$ cat src/hsrp_pkg.sv
package hsrp_pkg;
  // A2,A1 encodings of the writable registers
  localparam logic [1:0] HSRP_SEL_CMD  = 2'h0;
  localparam logic [1:0] HSRP_SEL_VEC  = 2'h1;
  localparam logic [1:0] HSRP_SEL_DATA = 2'h2;
  localparam logic [7:0] HSRP_LOCK_SET = 8'hff;
  localparam logic [7:0] HSRP_LOCK_CLR = 8'hfe;
  localparam logic [7:0] HSRP_UPPER_FILL = 8'hff;
  localparam logic [7:0] HSRP_VEC_RST  = 8'h0f;
  localparam logic [15:0] HSRP_WORD_RST = 16'h0000;
  localparam int HSRP_SYNC_STAGES = 2;
  typedef enum logic [2:0] {
    HSRP_IDLE, HSRP_ACK, HSRP_HIGH, HSRP_WAIT_OFF
  } hsrp_state_t;
endpackage

$ cat src/hsrp_host_port.sv
`timescale 1ns/100ps
module hsrp_host_port
  import hsrp_pkg::*;
(
  input  wire logic        i_mclk,                 // parallel clock
  input  wire logic        i_sys_rst,              // async reset, high
  input  wire logic        i_chip_sel_n,           // chip select
  input  wire logic        i_vector_fetch_ack_n,   // vector fetch ack
  input  wire logic        i_rd_wr,                // 1 read, 0 write
  input  wire logic [2:1]  i_addr,                 // A2..A1
  input  wire logic        i_upper_strobe_or_addr0_n, // upper strobe/A0
  input  wire logic        i_lower_strobe_or_byte_strobe_n, // lower/ds
  input  wire logic        i_bus_8bit,             // 8-bit bus mode
  input  wire logic [15:0] i_data,                 // data bus in
  output logic      [15:0] o_data,                 // data bus out
  output logic             o_data_oe_n,            // low: drive data
  output logic             o_transfer_ack_n,       // ack level
  output logic             o_transfer_ack_oe_n,    // low: drive ack
  input  wire logic        i_bus_master,           // device owns bus
  input  wire logic        i_lock_set,             // lock flag state
  output logic      [15:0] o_command_reg,          // command register
  output logic             o_command_stb,          // new command pulse
  output logic      [7:0]  o_interrupt_vector_reg, // vector register
  output logic      [15:0] o_host_data_reg,        // data register
  output logic             o_addr_error            // address error pulse
);
  // chip select, vector fetch and both strobes cross an unrelated clock, so synchronise
  logic [HSRP_SYNC_STAGES-1:0] cs_sync;
  logic [HSRP_SYNC_STAGES-1:0] vector_fetch_ack_n_sync;
  logic [HSRP_SYNC_STAGES-1:0] us_sync;
  logic [HSRP_SYNC_STAGES-1:0] ls_sync;

  // chip select
  always_ff @(posedge i_mclk or posedge i_sys_rst) begin
    if (i_sys_rst) begin
      cs_sync <= '1;
    end else begin
      cs_sync <= {cs_sync[HSRP_SYNC_STAGES-2:0], i_chip_sel_n};
    end
  end

  // vector fetch acknowledge
  always_ff @(posedge i_mclk or posedge i_sys_rst) begin
    if (i_sys_rst) begin
      vector_fetch_ack_n_sync <= '1;
    end else begin
      vector_fetch_ack_n_sync <= {vector_fetch_ack_n_sync[HSRP_SYNC_STAGES-2:0],
                    i_vector_fetch_ack_n};
    end
  end

  // upper strobe, or A0 on an 8-bit bus
  always_ff @(posedge i_mclk or posedge i_sys_rst) begin
    if (i_sys_rst) begin
      us_sync <= '1;
    end else begin
      us_sync <= {us_sync[HSRP_SYNC_STAGES-2:0],
                  i_upper_strobe_or_addr0_n};
    end
  end

  // lower strobe, the only strobe on an 8-bit bus
  always_ff @(posedge i_mclk or posedge i_sys_rst) begin
    if (i_sys_rst) begin
      ls_sync <= '1;
    end else begin
      ls_sync <= {ls_sync[HSRP_SYNC_STAGES-2:0],
                  i_lower_strobe_or_byte_strobe_n};
    end
  end

  // only the last stage is read; earlier ones may be metastable
  logic cs;
  logic vector_fetch_ack_n;
  logic us;
  logic ls;
  logic vector_fetch_ack_n_prev;
  logic any_strobe;
  logic hi_lane;
  logic lo_lane;

  assign cs   = ~cs_sync[HSRP_SYNC_STAGES-1];
  assign vector_fetch_ack_n = ~vector_fetch_ack_n_sync[HSRP_SYNC_STAGES-1];
  assign us   = ~us_sync[HSRP_SYNC_STAGES-1];
  assign ls   = ~ls_sync[HSRP_SYNC_STAGES-1];

  // 8-bit bus: upper pin is A0, lower pin the only strobe
  function automatic logic strobe_seen(input logic bus8,
                                       input logic up,
                                       input logic lo);
    if (bus8) begin
      strobe_seen = lo;
    end else begin
      strobe_seen = up | lo;
    end
  endfunction

  function automatic logic valid_target(input logic [1:0] a);
    valid_target = (a == HSRP_SEL_CMD) || (a == HSRP_SEL_VEC) ||
                   (a == HSRP_SEL_DATA);
  endfunction

  function automatic logic [15:0] merge_lanes(input logic [15:0] cur,
                                              input logic [15:0] din,
                                              input logic        hi,
                                              input logic        lo);
    merge_lanes = cur;
    if (hi) begin
      merge_lanes[15:8] = din[15:8];
    end
    if (lo) begin
      merge_lanes[7:0] = din[7:0];
    end
  endfunction

  // upper lane of every read is all ones
  function automatic logic [15:0] read_word(input logic [7:0] low);
    read_word = {HSRP_UPPER_FILL, low};
  endfunction

  function automatic logic [7:0] lock_code(input logic set);
    if (set) begin
      lock_code = HSRP_LOCK_SET;
    end else begin
      lock_code = HSRP_LOCK_CLR;
    end
  endfunction

  assign any_strobe = strobe_seen(i_bus_8bit, us, ls);

  always_comb begin
    if (i_bus_8bit) begin
      // 8-bit data always travels on the low lane
      hi_lane = 1'b0;
      lo_lane = ls;
    end else begin
      hi_lane = us;
      lo_lane = ls;
    end
  end

  hsrp_state_t state;
  hsrp_state_t next_state;
  logic        vector_fetch_ack_n_cyc;
  logic        release_cond;
  logic        start_rd;
  logic        start_wr;
  logic        start_vector_fetch_ack_n;
  logic        start_any;
  logic        take_wr;
  logic        next_data_oe_n;
  logic        next_command_stb;
  logic        next_addr_error;

  // a vector fetch ends on its select or lower strobe dropping, any other access on its strobes or chip select dropping
  always_comb begin
    if (vector_fetch_ack_n_cyc) begin
      release_cond = ~vector_fetch_ack_n | ~ls;
    end else begin
      release_cond = ~any_strobe | ~cs;
    end
  end

  always_comb begin
    start_rd   = 1'b0;
    start_wr   = 1'b0;
    start_vector_fetch_ack_n = 1'b0;
    if (cs && !vector_fetch_ack_n && any_strobe) begin
      start_rd = i_rd_wr;
      start_wr = ~i_rd_wr & valid_target(i_addr);
    end else if (vector_fetch_ack_n && !cs && ls) begin
      start_vector_fetch_ack_n = ~i_bus_master;
    end
  end

  assign start_any = start_rd | start_wr | start_vector_fetch_ack_n;
  assign take_wr   = (state == HSRP_IDLE) & start_wr;

  always_comb begin
    next_state = state;
    unique case (state)
      HSRP_IDLE: begin
        if (start_any) begin
          next_state = HSRP_ACK;
        end
      end
      HSRP_ACK: begin
        if (release_cond) begin
          next_state = HSRP_HIGH;
        end
      end
      HSRP_HIGH: begin
        next_state = HSRP_WAIT_OFF;
      end
      HSRP_WAIT_OFF: begin
        // avoid re-triggering on the same still-held strobes
        if (release_cond || !(cs | vector_fetch_ack_n)) begin
          next_state = HSRP_IDLE;
        end
      end
      default: begin
        next_state = HSRP_IDLE;
      end
    endcase
  end

  always_ff @(posedge i_mclk or posedge i_sys_rst) begin
    if (i_sys_rst) begin
      state <= HSRP_IDLE;
    end else begin
      state <= next_state;
    end
  end

  // kind of cycle taken, held until the next take
  always_ff @(posedge i_mclk or posedge i_sys_rst) begin
    if (i_sys_rst) begin
      vector_fetch_ack_n_cyc <= 1'b0;
    end else if (state == HSRP_IDLE && start_any) begin
      vector_fetch_ack_n_cyc <= start_vector_fetch_ack_n;
    end
  end

  // read data: lock flag or vector on low lane, ones on upper lane
  always_ff @(posedge i_mclk or posedge i_sys_rst) begin
    if (i_sys_rst) begin
      o_data <= HSRP_WORD_RST;
    end else if (state == HSRP_IDLE) begin
      if (start_vector_fetch_ack_n) begin
        o_data <= read_word(o_interrupt_vector_reg);
      end else if (start_rd) begin
        o_data <= read_word(lock_code(i_lock_set));
      end
    end
  end

  always_comb begin
    next_data_oe_n = o_data_oe_n;
    if (state == HSRP_IDLE) begin
      next_data_oe_n = ~(start_rd | start_vector_fetch_ack_n);
    end else if (state == HSRP_ACK && release_cond) begin
      next_data_oe_n = 1'b1;
    end
  end

  always_ff @(posedge i_mclk or posedge i_sys_rst) begin
    if (i_sys_rst) begin
      o_data_oe_n <= 1'b1;
    end else begin
      o_data_oe_n <= next_data_oe_n;
    end
  end

  // ack: low in ACK, driven high one cycle, then floated
  always_comb begin
    o_transfer_ack_n    = 1'b1;
    o_transfer_ack_oe_n = 1'b1;
    unique case (state)
      HSRP_ACK: begin
        o_transfer_ack_n    = 1'b0;
        o_transfer_ack_oe_n = 1'b0;
      end
      HSRP_HIGH: begin
        // pull the pin up fast before letting go of it
        o_transfer_ack_n    = 1'b1;
        o_transfer_ack_oe_n = 1'b0;
      end
      HSRP_IDLE, HSRP_WAIT_OFF: begin
        o_transfer_ack_n    = 1'b1;
        o_transfer_ack_oe_n = 1'b1;
      end
      default: begin
        o_transfer_ack_n    = 1'b1;
        o_transfer_ack_oe_n = 1'b1;
      end
    endcase
  end

  // write capture with byte lanes, same cycle as ack falls
  always_ff @(posedge i_mclk or posedge i_sys_rst) begin
    if (i_sys_rst) begin
      o_command_reg <= HSRP_WORD_RST;
    end else if (take_wr && i_addr == HSRP_SEL_CMD) begin
      o_command_reg <= merge_lanes(o_command_reg, i_data,
                                   hi_lane, lo_lane);
    end
  end

  always_ff @(posedge i_mclk or posedge i_sys_rst) begin
    if (i_sys_rst) begin
      o_interrupt_vector_reg <= HSRP_VEC_RST;
    end else if (take_wr && i_addr == HSRP_SEL_VEC && lo_lane) begin
      o_interrupt_vector_reg <= i_data[7:0];
    end
  end

  always_ff @(posedge i_mclk or posedge i_sys_rst) begin
    if (i_sys_rst) begin
      o_host_data_reg <= HSRP_WORD_RST;
    end else if (take_wr && i_addr == HSRP_SEL_DATA) begin
      o_host_data_reg <= merge_lanes(o_host_data_reg, i_data,
                                     hi_lane, lo_lane);
    end
  end

  always_comb begin
    next_command_stb = 1'b0;
    if (take_wr && i_addr == HSRP_SEL_CMD) begin
      // one pulse per accepted command, not per held cycle
      next_command_stb = 1'b1;
    end
  end

  always_ff @(posedge i_mclk or posedge i_sys_rst) begin
    if (i_sys_rst) begin
      o_command_stb <= 1'b0;
    end else begin
      o_command_stb <= next_command_stb;
    end
  end

  // edge of the synchronised level, so a held fetch flags once
  always_ff @(posedge i_mclk or posedge i_sys_rst) begin
    if (i_sys_rst) begin
      vector_fetch_ack_n_prev <= 1'b0;
    end else begin
      vector_fetch_ack_n_prev <= vector_fetch_ack_n;
    end
  end

  always_comb begin
    next_addr_error = 1'b0;
    if (vector_fetch_ack_n && !vector_fetch_ack_n_prev && i_bus_master) begin
      next_addr_error = 1'b1;
    end
  end

  always_ff @(posedge i_mclk or posedge i_sys_rst) begin
    if (i_sys_rst) begin
      o_addr_error <= 1'b0;
    end else begin
      o_addr_error <= next_addr_error;
    end
  end
endmodule

$ cat config.mk
export PLATFORM = sky130hd
export DESIGN_NAME = hsrp_host_port
export DESIGN_NICKNAME = d
export VERILOG_FILES = /design/src/hsrp_pkg.sv /design/src/hsrp_host_port.sv
export SDC_FILE = /design/constraint.sdc
export NUM_CORES = 1
export LEC_CHECK = 0
export BUFFER_PORTS_ARGS = -buffer_cell sky130_fd_sc_hd__buf_4
export CAP_MARGIN = 15
export CORE_MARGIN = 3
export CORE_UTILIZATION = 49
export CTS_BUF_LIST = sky130_fd_sc_hd__clkbuf_8 sky130_fd_sc_hd__clkbuf_16
export DETAILED_ROUTE_END_ITERATION = 10
export PLACE_DENSITY_LB_ADDON = 0.12
export SLEW_MARGIN = 20
export SYNTH_ARGS = -nofsm -noshare
export SYNTH_HDL_FRONTEND = slang
export SYNTH_SLANG_ARGS = --single-unit
$ cat constraint.sdc
create_clock -name i_mclk -period 2.5 [get_ports i_mclk]
set_input_delay 0.25 -clock i_mclk [delete_from_list [all_inputs] [get_ports i_mclk]]
set_output_delay 0.25 -clock i_mclk [all_outputs]
set_load 0.05 [all_outputs]
==> metrics.txt <==
status finished, final reports clean; Comb power frac 0.427; share of layout cells above drive strength 1 0.639; detailed-route via count 1,665; max cap viols 0; drt first pass iters 4; Post-Syn Instances 166; setup tns final 0 ns; Clock Latency Late Sink 0.33 ns; first-pass GRT wire length 8.82 mm; Layout Cells excl Fill 333; Final Max Slew Viols 0; Flop pwr share 0.344; leading area contributor after synthesis dfrtp_1; CP startpoint kind flop; Tmin final 2.13 ns; worst slew pin tran 0.579 ns; total CTS buffers 9; Avg Cell Area, Syn 15.3 µm²; RSZ-0062 raised after global routing false; Detailed Route WL 5.33 mm; Sink Count 64; CP Class flop to flop; Reg2Reg Launch Point state[0]$_DFFE_PP0P_; final net count 293; Final period util 0.852; CTS H-tree depth 3; final setup violating endpoints 0; placer congestion estimate 0.866; Clk pwr share 0.229; Hold Crit Class input port to flop; kind of end point of the critical path flop; Setup Buffers After CTS 0; Mapped Area 2530 µm²; diodes inserted 0; site row count 25; Via density 5.00; Seq/Total Area, Yosys 0.638; area growth from synthesis to layout 37.4%; multi-input logic area 831 µm²; num ports 89; Power Internal 2.38 mW; placed cell count 316; hold_sp i_vector_fetch_ack_n; CTS Buffer Depth 2; Die Ht 77.9 µm; Yosys top cell area share 0.503; Worst Setup SP state[0]$_DFFE_PP0P_; Power Total 4.10 mW; TritonCTS clock tree built; Core ar. 4850 µm²; fmax 469 MHz; FF+latch area 1620 µm²; Starting Density 0.523; worst hold path stage count 1; initial antenna violation count 0; final setup margin 0.370 ns; Fin Clk Skew 0.00787 ns; DPL Wire Length 3.90 mm; DP Worst Slack 0.357 ns; Req. time, crit path 2.71 ns; most used flip-flop cell after synthesis dfrtp_1; largest net degree at the start of global routing 38; Buffers on Ports 88; syn nets 198; GRT Residual Overflow 0; Residual DRC 0; Area contributors post-synth dfrtp_1 (50%), mux2_2 (19%), dfstp_2 (13%); Power Density 1180 nW/µm²; gr usage total 0.192; Async S/R FF share, synth 1.00; most frequent cell after synthesis dfrtp_1; Final Hold Fails 0; Die X 77.9 µm; synth cell count leaders dfrtp_1 (51), mux2_2 (42), dfstp_2 (13); CTS Root Cell clkbuf_8; Layout Utilization 0.718; area of the die 6070 µm²; Reg-to-Reg End o_host_data_reg[12]$_DFFE_PP0P_; Hold Path Sink vector_fetch_ack_n_sync[0]$_DFF_PP1_; arrival time at the worst endpoint 2.34 ns; antenna viol nets, final 0; FF+latch count, synth 64; Slew HR 0.614; DRT iter0 DRCs 48; worst reg-to-reg path cell count 6; Reg clk slew, reported paths 0.07 ns; Cell variety after synth 30; WL/cell 16.0 µm; Reg2Reg Setup Slack 0.37 ns; vias in the first global route 1,763; number of synthesized flops with an enable pin 0; FILL cells 343; NetSw 1.71 mW; Peak VDD IR 0.000665 V; critical-path maximum fanout 8; Sw Ratio 0.418; YS warnings 0; Pleak 1.78 nW
## final cells by class
| cell class | instances | share of cell area |
|---|---|---|
| Timing Repair Buffer | 92 | 0.203 |
| Clock inverter | 3 | 0.0111 |
| Tap cell | 67 | 0.0241 |
| Clock buffer | 13 | 0.0514 |
| Inverter | 7 | 0.00755 |
| Multi-Input combinational cell | 87 | 0.239 |
| Sequential cell | 64 | 0.465 |
## logic make-up after synthesis
group	after synthesis	synth area share
compound gates	15	0.0489
fa+ha+maj	4	0.0197
buf+inv	15	0.0341
flops	64	0.638
mux	44	0.194
simple gates	24	0.0647
## through the flow
stage	hold slack, ns	cell area [µm²]
2_1_floorplan	0.254	2530
3_3_place_gp	0.346	3250
3_5_place_dp	0.347	3250
4_1_cts	0.00687	3480
5_1_grt	0.00657	3480
6_report	0.0223	3480
## worst max-delay path by stage
stage / end / slack (ns) / depth (start not counted)
3_3_place_gp: o_host_data_reg[4]$_DFFE_PP0P_ / 0.42 / 6
6_report: o_host_data_reg[12]$_DFFE_PP0P_ / 0.37 / 6
4_1_cts: o_host_data_reg[9]$_DFFE_PP0P_ / 0.35 / 6
5_1_grt: o_host_data_reg[9]$_DFFE_PP0P_ / 0.17 / 6
2_1_floorplan: o_host_data_reg[10]$_DFFE_PP0P_ / 0.61 / 6
3_5_place_dp: o_host_data_reg[14]$_DFFE_PP0P_ / 0.36 / 6
## critical path, cell delays in order (launching register included)
cell and delay, ns:
dfrtp_1 0.40, inv_1 0.11, ha_1 0.27, inv_1 0.14, nor4_4 0.43, nand4b_2 0.32, mux2_2 0.36
## power groups by stage
stage                     clock, mW  sequential (mW)  combinational [mW]
after floorplan                   0             2.04               0.647
after global placement            0             1.42                1.74
final                         0.940             1.41                1.75
after detailed placement          0             1.43                1.76
after global routing           1.00             1.44                1.83
after CTS                     0.962             1.41                1.76
## per-layer routing
layer | vias up | GRT usage | routed length, µm
met5 | - | 0 | 0
met4 | 0 | 0.0734 | 83
met3 | 8 | 0.0708 | 381
met2 | 51 | 0.309 | 2650
met1 | 836 | 0.235 | 2220
li1 | 770 | - | -
## cells in the final DEF, fill, tap and decap left out, types with 2 or more instances in the layout
| cell type | n |
|---|---|
| or2_2 | 2 |
| inv_1 | 7 |
| buf_4 | 90 |
| dfstp_2 | 13 |
| nand2_1 | 3 |
| o22a_1 | 7 |
| ha_1 | 4 |
| dfrtp_1 | 51 |
| mux2_2 | 42 |
| mux2i_1 | 2 |
| nor2_1 | 5 |
| clkbuf_8 | 13 |
| nor3_1 | 3 |
| nand3_2 | 2 |
## what timing repair did
item | in CTS | in global routing
hold buffers | 1 | 0
gates resized for setup | 0 | 0
hold endpoints to repair | 15 | 0
(Power assumes the default switching activity.)
